$ cat src/verilog/sbg_pkg.sv
// shared constants and types for the sequencer branch and gating block
package sbg_pkg;
  // bus and field widths
  localparam int DW = 32;
  localparam int AW = 6;
  localparam int THR_W = 16;
  localparam int IDX_W = 8;
  localparam int TRIG_N = 4;
  localparam int OSC_N = 8;

  // register byte offsets
  localparam logic [AW-1:0] OFF_CTRL = 6'h00;
  localparam logic [AW-1:0] OFF_THRESH = 6'h04;
  localparam logic [AW-1:0] OFF_TIMER = 6'h08;
  localparam logic [AW-1:0] OFF_CMD = 6'h0c;
  localparam logic [AW-1:0] OFF_PARIN = 6'h10;
  localparam logic [AW-1:0] OFF_COUNT = 6'h14;
  localparam logic [AW-1:0] OFF_TRIG = 6'h18;

  // counter run modes
  localparam logic [1:0] CNT_FREE = 2'h0;
  localparam logic [1:0] CNT_GATED_FREE = 2'h1;
  localparam logic [1:0] CNT_GATED = 2'h2;

  // sequencer opcodes
  localparam logic [2:0] OP_NONE = 3'h0;
  localparam logic [2:0] OP_LEVEL = 3'h1;
  localparam logic [2:0] OP_PAR = 3'h2;
  localparam logic [2:0] OP_EMIT = 3'h3;

  // reset values
  localparam logic [THR_W-1:0] THRESH_RST = 16'h0000;
  localparam logic [DW-1:0] TIMER_RST = 32'h0000_1000;
  localparam logic [TRIG_N-1:0] TRIG_RST = 4'h0;

  // control word, bits [9:0] of the control register
  typedef struct packed {
    logic [2:0] osc_sel;
    logic [1:0] gate_sel;
    logic [1:0] cnt_mode;
    logic fall_en;
    logic rise_en;
    logic src_demod;
  } sbg_ctrl_type;

  // command word, bits [20:0] of the command register
  typedef struct packed {
    logic [IDX_W-1:0] idx_hi;
    logic [IDX_W-1:0] idx_lo;
    logic wait_phase;
    logic wait_end;
    logic [2:0] op;
  } sbg_cmd_type;

  // sequencer states, one-hot
  typedef enum logic [3:0] {
    ST_IDLE = 4'h1,
    ST_WEND = 4'h2,
    ST_WPH = 4'h4,
    ST_EVAL = 4'h8
  } sbg_state_type;
endpackage

$ cat src/verilog/sbg_branch_gate.sv
// sequencer branch decision, playback waits and pulse counter gating
// What this block does
// - next waveform chosen from parallel input value
// - level read yields one bit picking branch
// - rise and fall off means level sensitive
// - level source: pin or demod versus threshold
// - wait-for-end stalls until playback has finished
// - phase wait holds until oscillator reference
// - start locked to clock, one-period quantisation
// - gated free running counts between gate edges
// - gated mode: gate rise resets counter timer
// - gate chosen among sequencer trigger outputs 1-4
// - one oscillator select shared with averager
`timescale 1ns/1ps
module sbg_branch_gate (
  // clock, reset, freeze
  input wire logic clk_in,
  input wire logic reset_in,
  input wire logic ce_in,
  // avalon-mm slave
  input wire logic [sbg_pkg::AW-1:0] avs_address_in,
  input wire logic avs_read_in,
  input wire logic avs_write_in,
  input wire logic [sbg_pkg::DW-1:0] avs_writedata_in,
  output logic [sbg_pkg::DW-1:0] avs_readdata_out,
  output logic avs_waitrequest_out,
  // pins from outside
  input wire logic ext_trig_in,
  input wire logic [sbg_pkg::DW-1:0] par_in,
  input wire logic cnt_pulse_in,
  // same-clock inputs
  input wire logic [sbg_pkg::THR_W-1:0] demod_in,
  input wire logic [sbg_pkg::OSC_N-1:0] osc_phase_in,
  input wire logic wave_busy_in,
  // sequencer outputs
  output logic emit_req_out,
  output logic [sbg_pkg::IDX_W-1:0] emit_index_out,
  output logic [sbg_pkg::TRIG_N-1:0] seq_trig_out,
  output logic [2:0] osc_sel_out,
  output logic trig_state_out,
  output logic seq_busy_out
);
  import sbg_pkg::*;
  function automatic logic rise_of(input logic cur, input logic prev);
    return cur & ~prev;
  endfunction
  // pin synchronisers; multi-bit parallel input may skew by a cycle
  logic trig_s1_q, trig_s2_q, cnt_s1_q, cnt_s2_q, cnt_s3_q;
  logic [DW-1:0] par_s1_q, par_s2_q;
  always_ff @(posedge clk_in) begin
    if (reset_in) begin
      trig_s1_q <= 1'b0;
      trig_s2_q <= 1'b0;
      cnt_s1_q <= 1'b0;
      cnt_s2_q <= 1'b0;
      cnt_s3_q <= 1'b0;
      par_s1_q <= '0;
      par_s2_q <= '0;
    end else if (ce_in) begin
      trig_s1_q <= ext_trig_in;
      trig_s2_q <= trig_s1_q;
      cnt_s1_q <= cnt_pulse_in;
      cnt_s2_q <= cnt_s1_q;
      cnt_s3_q <= cnt_s2_q;
      par_s1_q <= par_in;
      par_s2_q <= par_s1_q;
    end
  end
  // state declarations
  sbg_ctrl_type ctrl_q, ctrl_d;
  sbg_cmd_type cmd_q, cmd_d;
  sbg_state_type st_q, st_d;
  logic [THR_W-1:0] thr_q, thr_d;
  logic [DW-1:0] per_q, per_d, rdata_q, rdata_d, par_cap_q, par_cap_d;
  logic [DW-1:0] tmr_q, tmr_d, cnt_q, cnt_d, res_q, res_d;
  logic [TRIG_N-1:0] trig_q, trig_d;
  logic wait_q, wait_d, go_q, go_d;
  logic tstate_q, tstate_d, lvl_prev_q, gate_prev_q;
  logic emit_q, emit_d, busy_q, busy_d, branch_q, branch_d;
  logic [IDX_W-1:0] idx_q, idx_d;
  logic req, wr_take, level_now, edge_hit, level_mode, consume;
  logic gate, pulse;
  // bus: one wait cycle, then the answer edge
  assign req = avs_read_in | avs_write_in;
  assign wr_take = avs_write_in & ~wait_q;
  // register file and bus answer
  always_comb begin
    ctrl_d = ctrl_q;
    thr_d = thr_q;
    per_d = per_q;
    cmd_d = cmd_q;
    trig_d = trig_q;
    go_d = 1'b0;
    wait_d = ~(req & wait_q);
    rdata_d = rdata_q;
    if (avs_read_in & wait_q) begin
      unique case (avs_address_in)
        OFF_CTRL: rdata_d = DW'(ctrl_q);
        OFF_THRESH: rdata_d = DW'(thr_q);
        OFF_TIMER: rdata_d = per_q;
        OFF_CMD: rdata_d = DW'({branch_q, tstate_q, busy_q});
        OFF_PARIN: rdata_d = par_cap_q;
        OFF_COUNT: rdata_d = res_q;
        OFF_TRIG: rdata_d = DW'(trig_q);
        default: rdata_d = '0;
      endcase
    end
    if (wr_take) begin
      unique case (avs_address_in)
        OFF_CTRL: ctrl_d = sbg_ctrl_type'(avs_writedata_in[$bits(sbg_ctrl_type)-1:0]);
        OFF_THRESH: thr_d = avs_writedata_in[THR_W-1:0];
        OFF_TIMER: per_d = avs_writedata_in;
        OFF_CMD: begin
          // a command written while busy is dropped
          if (st_q == ST_IDLE) begin
            cmd_d = sbg_cmd_type'(avs_writedata_in[$bits(sbg_cmd_type)-1:0]);
            go_d = 1'b1;
          end
        end
        OFF_TRIG: trig_d = avs_writedata_in[TRIG_N-1:0];
        default: ;
      endcase
    end
  end

  always_ff @(posedge clk_in) begin
    if (reset_in) begin
      ctrl_q <= '0;
      thr_q <= THRESH_RST;
      per_q <= TIMER_RST;
      cmd_q <= '0;
      trig_q <= TRIG_RST;
      go_q <= 1'b0;
      wait_q <= 1'b1;
      rdata_q <= '0;
    end else if (ce_in) begin
      ctrl_q <= ctrl_d;
      thr_q <= thr_d;
      per_q <= per_d;
      cmd_q <= cmd_d;
      trig_q <= trig_d;
      go_q <= go_d;
      wait_q <= wait_d;
      rdata_q <= rdata_d;
    end
  end

  // level trigger source and sensing
  always_comb begin
    level_now = ctrl_q.src_demod ? ($signed(demod_in) >= $signed(thr_q)) : trig_s2_q;
    level_mode = ~ctrl_q.rise_en & ~ctrl_q.fall_en;
    edge_hit = (ctrl_q.rise_en & rise_of(level_now, lvl_prev_q))
      | (ctrl_q.fall_en & rise_of(lvl_prev_q, level_now));
    consume = (st_q == ST_EVAL) & (cmd_q.op == OP_LEVEL);
    if (level_mode) begin
      tstate_d = level_now;
    end else if (edge_hit) begin
      tstate_d = 1'b1; // new edge beats the read clear
    end else if (consume) begin
      tstate_d = 1'b0;
    end else begin
      tstate_d = tstate_q;
    end
  end

  always_ff @(posedge clk_in) begin
    if (reset_in) begin
      tstate_q <= 1'b0;
      lvl_prev_q <= 1'b0;
    end else if (ce_in) begin
      tstate_q <= tstate_d;
      lvl_prev_q <= level_now;
    end
  end

  // sequencer instruction walk
  always_comb begin
    st_d = st_q;
    emit_d = 1'b0;
    idx_d = idx_q;
    branch_d = branch_q;
    par_cap_d = par_cap_q;
    unique case (st_q)
      ST_IDLE: begin
        if (go_q) begin
          st_d = cmd_q.wait_end ? ST_WEND : (cmd_q.wait_phase ? ST_WPH : ST_EVAL);
        end
      end
      ST_WEND: begin
        if (!wave_busy_in) begin
          st_d = cmd_q.wait_phase ? ST_WPH : ST_EVAL;
        end
      end
      ST_WPH: begin
        if (osc_phase_in[ctrl_q.osc_sel]) begin
          st_d = ST_EVAL;
        end
      end
      ST_EVAL: begin
        emit_d = 1'b1;
        st_d = ST_IDLE;
        if (cmd_q.op == OP_LEVEL) begin
          branch_d = tstate_q;
          idx_d = tstate_q ? cmd_q.idx_hi : cmd_q.idx_lo;
        end else if (cmd_q.op == OP_PAR) begin
          par_cap_d = par_s2_q;
          idx_d = par_s2_q[IDX_W-1:0];
        end else begin
          idx_d = cmd_q.idx_lo;
        end
      end
      default: st_d = ST_IDLE;
    endcase
    busy_d = (st_d != ST_IDLE);
  end

  always_ff @(posedge clk_in) begin
    if (reset_in) begin
      st_q <= ST_IDLE;
      emit_q <= 1'b0;
      idx_q <= '0;
      branch_q <= 1'b0;
      par_cap_q <= '0;
      busy_q <= 1'b0;
    end else if (ce_in) begin
      st_q <= st_d;
      emit_q <= emit_d;
      idx_q <= idx_d;
      branch_q <= branch_d;
      par_cap_q <= par_cap_d;
      busy_q <= busy_d;
    end
  end

  // pulse counter gated by a sequencer trigger output
  // gate picked from outputs
  assign gate = trig_q[ctrl_q.gate_sel];
  assign pulse = rise_of(cnt_s2_q, cnt_s3_q);

  always_comb begin
    tmr_d = tmr_q + 32'h1;
    cnt_d = cnt_q;
    res_d = res_q;
    if (ctrl_q.cnt_mode == CNT_GATED_FREE) begin
      tmr_d = '0;
      if (gate & pulse) begin
        cnt_d = cnt_q + 32'h1;
      end
      if (rise_of(gate_prev_q, gate)) begin
        res_d = cnt_q;
        cnt_d = '0;
      end
    end else begin
      if (pulse) begin
        cnt_d = cnt_q + 32'h1;
      end
      if (tmr_q >= per_q - 32'h1) begin
        res_d = cnt_d;
        cnt_d = '0;
        tmr_d = '0;
      end
      if ((ctrl_q.cnt_mode == CNT_GATED) && rise_of(gate, gate_prev_q)) begin
        tmr_d = '0;
        cnt_d = '0;
      end
    end
  end

  always_ff @(posedge clk_in) begin
    if (reset_in) begin
      tmr_q <= '0;
      cnt_q <= '0;
      res_q <= '0;
      gate_prev_q <= 1'b0;
    end else if (ce_in) begin
      tmr_q <= tmr_d;
      cnt_q <= cnt_d;
      res_q <= res_d;
      gate_prev_q <= gate;
    end
  end
  // outputs straight from flops
  assign avs_readdata_out = rdata_q;
  assign avs_waitrequest_out = wait_q;
  assign emit_req_out = emit_q;
  assign emit_index_out = idx_q;
  assign seq_trig_out = trig_q;
  assign osc_sel_out = ctrl_q.osc_sel;
  assign trig_state_out = tstate_q;
  assign seq_busy_out = busy_q;
endmodule

$ cat config.mk
export PLATFORM = sky130hd
export DESIGN_NAME = sbg_branch_gate
export DESIGN_NICKNAME = d
export VERILOG_FILES = /design/src/verilog/sbg_pkg.sv /design/src/verilog/sbg_branch_gate.sv
export SDC_FILE = /design/constraint.sdc
export NUM_CORES = 1
export LEC_CHECK = 0
export ABC_CLOCK_PERIOD_IN_PS = 6000
export BUFFER_PORTS_ARGS = -buffer_cell sky130_fd_sc_hd__buf_2
export CAP_MARGIN = 40
export CORE_ASPECT_RATIO = 0.9
export CORE_MARGIN = 2
export CORE_UTILIZATION = 40
export DETAILED_ROUTE_END_ITERATION = 10
export PLACE_DENSITY = 0.61
export SLEW_MARGIN = 20
export SYNTH_ARGS = -nofsm -noshare
export SYNTH_HDL_FRONTEND = slang
export SYNTH_SLANG_ARGS = --single-unit
$ cat constraint.sdc
create_clock -name clk_in -period 6 [get_ports clk_in]
set_clock_uncertainty 0.05 [all_clocks]
set_input_delay 0.3 -clock clk_in [delete_from_list [all_inputs] [get_ports clk_in]]
set_output_delay 0.3 -clock clk_in [all_outputs]
set_load 0.01 [all_outputs]
# After elaboration in Yosys (flattened, before gate mapping)
# Index checks and enable logic that the tools add are counted.
[word_totals]
register_bits = 332
inputBits = 102
output_inout_bits = 51
wordCells = 135
[op_classes]
n_addsub = 3
magnitude_cmp = 4
eq_ne = 17
muxes = 34
bitwise_logic = 25
reduce_logical = 16
[ops]
columns = ["op", "count"]
rows = [
  ["32-bit 2-to-1 mux", 12],
  ["32-bit one-hot mux with 7 select lines", 1],
  ["32-bit by 1-bit adder with 32-bit output (second input constant)", 2],
  ["32-bit >= comparator", 1],
  ["32-bit by 1-bit subtractor with 32-bit output (second input constant)", 1],
  ["8-bit 2-to-1 mux", 3],
  ["4-bit 2-to-1 mux", 5],
  ["6-bit by 5-bit equality test with 1-bit output (second input constant)", 3],
  ["3-bit AND reduction", 6],
  ["16-bit >= comparator", 1],
  ["1-bit AND", 13],
  ["6-bit by 4-bit equality test with 1-bit output (second input constant)", 2],
  ["4-bit one-hot mux with 3 select lines", 1],
  ["1-bit 2-to-1 mux", 10],
  ["1-bit inverter", 10],
  ["2-bit AND reduction", 4],
  ["4-bit AND reduction", 2],
  ["6-bit by 3-bit equality test with 1-bit output (second input constant)", 1],
  ["6-bit logical NOT", 1],
  ["4-bit by 1-bit equality test with 1-bit output (second input constant)", 1],
  ["4-bit by 2-bit equality test with 1-bit output (second input constant)", 1],
  ["4-bit by 3-bit equality test with 1-bit output (second input constant)", 1],
  ["4-bit equality test (second input constant)", 1],
  ["3-bit by 4-bit < comparator with 1-bit output (second input constant)", 1],
  ["14 further kinds", 15],
]

# Longest topological paths before layout
# Gate-level depths: netlist of run 1.
[logic_depth]
depth_word = 8
ltp_mapped = 19

# Worst setup path after synthesis of run 1
# Ideal clock, no wire load.
[synth_timing]
path_type = "reg-to-reg"
start = "reg per_q[19]"
end = "reg res_q[10]"
setup_time_ps = 86
arrival_ps = 4566
setup_slack_ps = 1299
stages_incl_launch_ff = 16
period_less_slack_ps = 4701
path_cell_list = "dfxtp_1 > or4_1 > or3_1 > or4_1 > or3_1 > nor3_1 > xnor2_1 > ha_1 > nand4_1 > nor4_1 > and4_1 > a211oi_4 > nor3_1 > clkbuf_1 > nor2_1 > a211oi_1"
[synth_via]
elab_chain_len = 4
[synth_lines]
columns = ["element", "line", "source"]
rows = [
  ["from (decl)", "sbg_branch_gate.sv:74", "logic [DW-1:0] per_q, per_d, rdata_q, rdata_d, par_cap_q, par_cap_d;"],
  ["from (signal assigned)", "sbg_branch_gate.sv:139", "per_q <= per_d;"],
  ["32-bit by 1-bit subtractor with 32-bit output", "sbg_branch_gate.sv:257", "if (tmr_q >= per_q - 32'h1) begin"],
  ["32-bit >= comparator", "sbg_branch_gate.sv:257", ""],
  ["2-bit nonzero test (no source line)", "--", ""],
  ["3-bit AND reduction (no source line)", "--", ""],
  ["to (signal assigned)", "sbg_branch_gate.sv:278", "res_q <= res_d;"],
  ["to (decl)", "sbg_branch_gate.sv:75", "logic [DW-1:0] tmr_q, tmr_d, cnt_q, cnt_d, res_q, res_d;"],
]
# No other way between the ends.
# A chain may end at the register's enable or synchronous reset.

# Final worst setup path of run 1
[layout_timing]
start = "reg per_q[6]"
end = "reg tmr_q[4]"
[layout_via]
elab_chain_len = 5
[layout_lines]
columns = ["element", "line", "source"]
rows = [
  ["32-bit by 1-bit subtractor with 32-bit output", "sbg_branch_gate.sv:257", ""],
  ["32-bit >= comparator", "sbg_branch_gate.sv:257", ""],
  ["32-bit 2-to-1 mux", "sbg_branch_gate.sv:257", ""],
  ["32-bit 2-to-1 mux", "sbg_branch_gate.sv:262", "if ((ctrl_q.cnt_mode == CNT_GATED) && rise_of(gate, gate_prev_q)) begin"],
  ["32-bit 2-to-1 mux", "sbg_branch_gate.sv:244", "if (ctrl_q.cnt_mode == CNT_GATED_FREE) begin"],
  ["to (signal assigned)", "sbg_branch_gate.sv:276", "tmr_q <= tmr_d;"],
  ["to (decl)", "sbg_branch_gate.sv:75", ""],
]
# No other way between the ends.

==> results of run 1 <==
how the worst max path moves through the flow:
| stage | slack (ps) | depth (start not counted) | to |
|---|---|---|---|
| after floorplan | 1300 | 15 | res_q[10] |
| after global placement | 690 | 16 | tmr_q[4] |
| after detailed placement | 620 | 16 | tmr_q[4] |
| after CTS | 580 | 16 | tmr_q[11] |
| after global routing | 270 | 16 | tmr_q[4] |
| final | 580 | 16 | tmr_q[4] |
per-layer routing:
metal	vias up	GRT usage [%]	part of all wire (%)
met5	-	0	0
met4	0	6.01	2.0
met3	68	5.12	7.3
met2	437	35.8	43
met1	6795	34.2	48
li1	7042	-	-
flip-flops by register name, summed over array words and instances (netlist names), 3 cells and up:
signal	cells
avs_readdata_out	32
st_q	4
emit_index_out	8
par_s2_q	32
thr_q	16
seq_trig_out	4
cmd_q	21
cnt_q	32
ctrl_q	7
tmr_q	32
res_q	32
per_q	32
par_cap_q	32
osc_sel_out	3
par_s1_q	32
critical path, delay by kind of cell (launching register included):
family,cells,cell delay [ps]
AND/OR/NAND/NOR,10,3410
AO/OA/AOI/OAI,3,780
flip-flops,1,370
adder cells (fa/ha/maj),1,290
buffers and inverters,1,240
XOR/XNOR,1,180
final cells by class:
cell class              count  area share, %
well taps                 490           3.30
repair buffers            244           9.14
clock buffers              51           5.59
inverters                  30          0.605
flip-flops and latches    332           35.7
clock inverters            15          0.995
multi-input cells        1379           44.7
power by group:
group,switching [mW],internal (mW)
Sequential,0.0330,2.25
Clock,0.948,1.35
Combinational,0.176,0.130
kinds of logic after synthesis:
family,after synthesis
mux,80
fa+ha+maj,51
xor+xnor,61
simple gates,729
flops,332
buf+inv,154
compound gates,458
synthesized netlist by cell type (4+ instances only):
cell type  count
o211ai_1       5
clkbuf_1     104
o31ai_1        6
a221oi_1      11
nand2_1      302
a31oi_1       21
mux2i_1       77
o22ai_1       10
o21a_1         7
a211oi_1      58
a21oi_1      187
nand3b_1       5
nor3b_1        4
inv_1         29
a41o_1         6
xnor2_1       31
and4_1         6
a22oi_1       17
nor2b_1        7
buf_2          5
and3_1        29
ha_1          51
and2_1         7
nor3_1        32
dfxtp_1      332
a222oi_1      25
nor4b_1        4
a311oi_1      20
xor2_1        30
a21o_1        15
a31o_2         8
or4_1          7
nand3_1       57
or3_1         16
buf_1         10
nor2_1       196
nand4_1       17
nor4_1        20
nand2b_1       9
o21ai_0       43
==> results.md, run 1 <==
- Status: finished, final reports clean
- Pin count of the biggest net entering global routing: 108
- Overall Power: 4.89 mW
- Total GRT Usage: 23.7%
- Commonest cells after routing, fill and taps aside: dfxtp_1 (332), nand2_1 (302), nor2_1 (194)
- Combinational family with the most area after synthesis: simple AND/OR/NAND/NOR gates
- Syn nets: 2,018
- Vias in the first global route: between 10k and 15k
- Synth Area in Simple Gates: 21.1%
- WHS: 17.4 ps
- Clock Latency Late Sink: 550 ps
- Sequential share of the synthesized area: 42.8%
- Io pins: between 150 and 200
- Ys flop type: dfxtp_1
- Leakage: 7.00 nW
- WS Path Type: flop to flop
- CTS resizes: 0
- Final WS setup: 579 ps
- Peak Freq: 0.184 GHz
- Clk buf depth: 3
- PwrDens: 263 nW/um^2
- Nets@finish: approximately 2.2k
- Top cell type's share of synthesized area: a little over two fifths
- Area after DPL: 16,800 sq um
- # Post-CTS Setup Buffers: 0
- Post-synthesis mux area share: 5.33%
- Count of cell types in the netlist: 67
- Fraction of layout cells with a size suffix above 1: 13.3%
- Post-Synth XOR/XNOR Area: around 3.4%
- Chain of cells forming the critical path: or4_1, nor4_1, or3b_2, nand2b_1, nor4_1, xnor2_1, ha_1, nand4_1, nor4_1, a221o_1, or3_4, a211oi_4, buf_4, nand3_2, or4_1, o21ai_0
- # fillers: ~3.7k
- RSZ-0062 raised after global routing: false
- Synth area leader: dfxtp_1
- Slowest-stage cell, CP: or4_1
- Most common cell after layout, fill and taps aside: dfxtp_1
- Ys Warns: 0
- Async SR Flop Fraction: 0%
- WHS Endpoint: thr_q[2]
- FF+latch area: 6650 sq um
- Endpoints failing setup: 0
- Crit path required time: 6420 ps
- Compound-cell area share of the yosys netlist: 19.3%
- Starting Density: ~41%
- Slowest stage delay, CP: ~600 ps
- Adder-cell area share of the yosys netlist: between 4 and 5%
- Via/cell ratio: 5.64
- Global-route wire length before repair: 75,400 um
- Number of synthesized flops with an enable pin: 0
- Max Slew Vio Count: 0
- Critical-path maximum fanout: 14
- Die height: 191 um
- Cell count after synthesis: 1,865
- CTS tree: yes
- Setup tns final: 0 ps
- Final period utilization: 90.4%
- Reg2reg end: tmr_q[4]
- Min-Delay Path Class: input port to flop
- Fin util: 48.6%
- DP Cell Count: 2,414
- HP Start: avs_writedata_in[2]
- Max-Cap Viols: 0
- Yosys reg bits: 332
- R2r setup slk: 580 ps
- Syn avg cell area: 8.32 sq um
- Least-Margin Pin Slew: 884 ps
- PortBufs: 152
- Design Area, Final: 18,600 sq um
- Place WS: 621 ps
- Worst vdd ir: 0.241 mV
- Via count: approximately 14k
- Clock root cell: clkbuf_16
- CTS buffer count: 37
- Final Critical Period: 5420 ps
- DRC Markers: 0
- H-tree levels: 2
- # diodes: 0
- Crit path top cell by count: nor4_1
- Area grow syn2layout: 19.9%
- Antenna-violating nets left: 0
- Multi-input combinational cell area: 8310 sq um
- Worst Path Arrival: just under 6000 ps
- Crit. Startpoint: per_q[6]
- Core region area: about 38,000 sq um
- Hold Path Depth: 3
- Critical path launch point type: flop
- Row count: 68
- DIE AREA: 40,400 sq um
- Reg2reg start: per_q[6]
- Hold-fix buffers, CTS: 57
- GP Congestion: 0.842
- Starting DRT DRC Count: 1,139
- Grt ovf: 0
- Die X: 212 um
- Initial antenna violation count: 1
- Clk slew on worst S/H paths: 60 ps
- Routed Wire Length: 48,400 um
- Reg2Reg Depth: 16
- Synthesized area: ~16,000 sq um
- Relative slew slack: 40.6%
- WL/cell: 19.1 um
- Layout Cells excl Fill: around 2.5k
- Synth top area cells: dfxtp_1 (43%), nand2_1 (7.3%), a21oi_1 (6.0%)
- Number of clock sinks: 332
- Pre-antenna DRT Iters: 5
- Crit path capture type: flop
- Dpl hpwl: ~35,000 um
- Fin. Hold Viols: 0
(Power assumes the default switching activity.)
==> inputs of run 2 (changes only) <==
- CAP_MARGIN: 40 -> not set
- REMOVE_ABC_BUFFERS: not set -> 1
==> run 2 against run 1 <==
Clock power grew 7%. Critical endpoint is now cnt_q[2]. Flip-flop and latch count stayed put. Cell area is 0.87% lower. Power grew 3.1%. Critical path depth rose by 1. First-iteration DRC count decreased by 2.5%. Sequential share of layout area rose by 0.31 points. Count of clock-buffer cells in the layout is 7 higher. Global-route usage decreased by 1.4 points.
==> results.md, run 2 (same netlist as run 1, synthesis figures left out) <==
- M1 WL: approximately 21,000 um
- Buf/Inv on CP: 0
- CTS buffer count: 38
- Critical-path maximum fanout: 21
- Starting DRT DRC Count: 1,110
- Die X: between 200 and 250 um
- Die height: 191 um
- Setup tns final: 0 ps
- Core region area: 38,300 sq um
- Leakage: about 7 nW
- H-tree levels: 2
- Fraction of layout cells with a size suffix above 1: 13.2%
- CTS resizes: 0
- Sequential cell fraction of total power: 45.1%
- Slowest stage delay, CP: ~610 ps
- Via count: 14.2k
- Least-Margin Pin Slew: 1120 ps
- Crit path required time: 6360 ps
- Antenna-violating nets left: 0
- Sw power: around 1.1 mW
- Endpoints failing setup: 0
- DR WL met3: 2830 um
- WS Path Type: flop to flop
- Area grow syn2layout: 18.8%
- # diodes: 0
- Crit path capture type: flop
- Slowest-stage cell, CP: or4_1
- Via/cell ratio: 5.66
- WL/cell: 18.2 um
- Max-Cap Viols: 0
- PwrDens: 273 nW/um^2
- CP top delay family: simple AND/OR/NAND/NOR gates
- Grt ovf: 0
- Pre-antenna DRT Iters: 5
- Commonest cells after routing, fill and taps aside: dfxtp_1 (332), nand2_1 (302), nor2_1 (194)
- Total GRT Usage: 22.4%
- Worst vdd ir: 0.192 mV
- # fillers: between 3k and 4k
- Min-Delay Path Class: input port to flop
- Row count: 68
- Peak Freq: 0.181 GHz
- Logic pwr share: 5.8%
- Final WS setup: between 400 and 500 ps
- Design Area, Final: 18,400 sq um
- Vias in the first global route: 13.2k
- Chain of cells forming the critical path: or4_1, nor4_1, nand3_1, nor2_1, nand2_1, or3_1, nor3_1, xnor2_1, ha_1, nand4_1, nor4_1, a221o_1, or3_4, a211oi_4, a21oi_1, a21o_1, a311oi_1
- Max Slew Vio Count: 0
- Number of clock sinks: 332
- Starting Density: 40.5%
- PortBufs: 152
- Crit path top cell by count: nor4_1
- Pint: 3.92 mW
- Overall Power: 5.04 mW
- Relative slew slack: 25.5%
- Initial antenna violation count: 1
- Clock root cell: clkbuf_16
- Proportion of power drawn by the clock network: 49.1%
- Nets@finish: 2,153
- Dpl hpwl: ~31,000 um
- Area after DPL: 16,600 sq um
- Final period utilization: 92.1%
- Highest Signal Layer: met4
- Io pins: 153
- Place WS: 566 ps
- DIE AREA: 40,400 sq um
- Clk slew on worst S/H paths: roughly 60 ps
- DRC Markers: 0
- Pin count of the biggest net entering global routing: 96
- Final Critical Period: about 5500 ps
- Fin. Hold Viols: 0
- Critical path launch point type: flop
- Routed Wire Length: 45,700 um
- Global-route wire length before repair: 72,400 um
- GP Congestion: 0.881
- Clock Latency Late Sink: around 520 ps
- Worst Path Arrival: 5890 ps
- Switching share of power: 22.3%
- RSZ-0062 raised after global routing: false
- Most common cell after layout, fill and taps aside: dfxtp_1
- # Post-CTS Setup Buffers: 0
- Clk buf depth: 3
- CTS tree: yes
- Status: finished, final reports clean
- DR WL met2: approximately 20,000 um
run 2: cell count changes in the layout (fill, tap and decap cells not counted), moves of 3 or more:
cell,before,now
clkbuf_1,9,6
clkinv_2,8,4
buf_4,27,24
clkbuf_16,38,41
clkbuf_8,5,12
dlygate4sd3_1,57,44
buf_8,4,0
run 2: tightest hold or removal path, cell delays in order:
cell     delay, ps
buf_2           80
mux2i_1         60
nor2_1          90
run 2: final timing paths:
kind         slack [ps]    startpoint  cells past startpoint            end
max reg2reg         470      per_q[6]                     17       cnt_q[2]
max                 470      per_q[6]                     17       cnt_q[2]
min reg2reg         400  par_s2_q[11]                      2  par_cap_q[11]
min                   7     par_in[3]                      3    par_s1_q[3]
run 2: routing by layer:
layer,up-vias,global-route usage (%)
met5,-,0
met4,0,7.56
met3,72,3.57
met2,413,35.0
met1,6791,31.2
li1,6970,-
run 2: metrics by stage:
step,utilization [%],hold slack (ps),cells
after floorplan,-,319,1741
after global placement,43.5,391,2406
after detailed placement,43.5,395,2406
after CTS,48.2,1.51,2519
after global routing,48.2,6.13,2519
final,48.2,7.36,2519
run 2: what timing repair did:
item	4_1_cts	5_1_grt
hold buffers	44	0
setup endpoints to repair	0	0
hold endpoints to repair	44	0
run 2: power by group through the flow:
stage | registers (mW) | clock network, mW | logic (mW)
final | 2.27 | 2.47 | 0.294
after global routing | 2.28 | 2.60 | 0.322
after CTS | 2.27 | 2.51 | 0.294
after detailed placement | 2.32 | 0 | 0.271
after global placement | 2.32 | 0 | 0.264
after floorplan | 2.32 | 0 | 0.112
run 2: layout make-up:
| type | count | area [sq um] | area share [%] |
|---|---|---|---|
| multi-input cells | 1379 | 8320 | 45.1 |
| flip-flops and latches | 332 | 6650 | 36.0 |
| repair buffers | 219 | 1390 | 7.51 |
| clock buffers | 58 | 1200 | 6.51 |
| well taps | 490 | 613 | 3.32 |
| clock inverters | 11 | 164 | 0.889 |
| inverters | 30 | 113 | 0.611 |
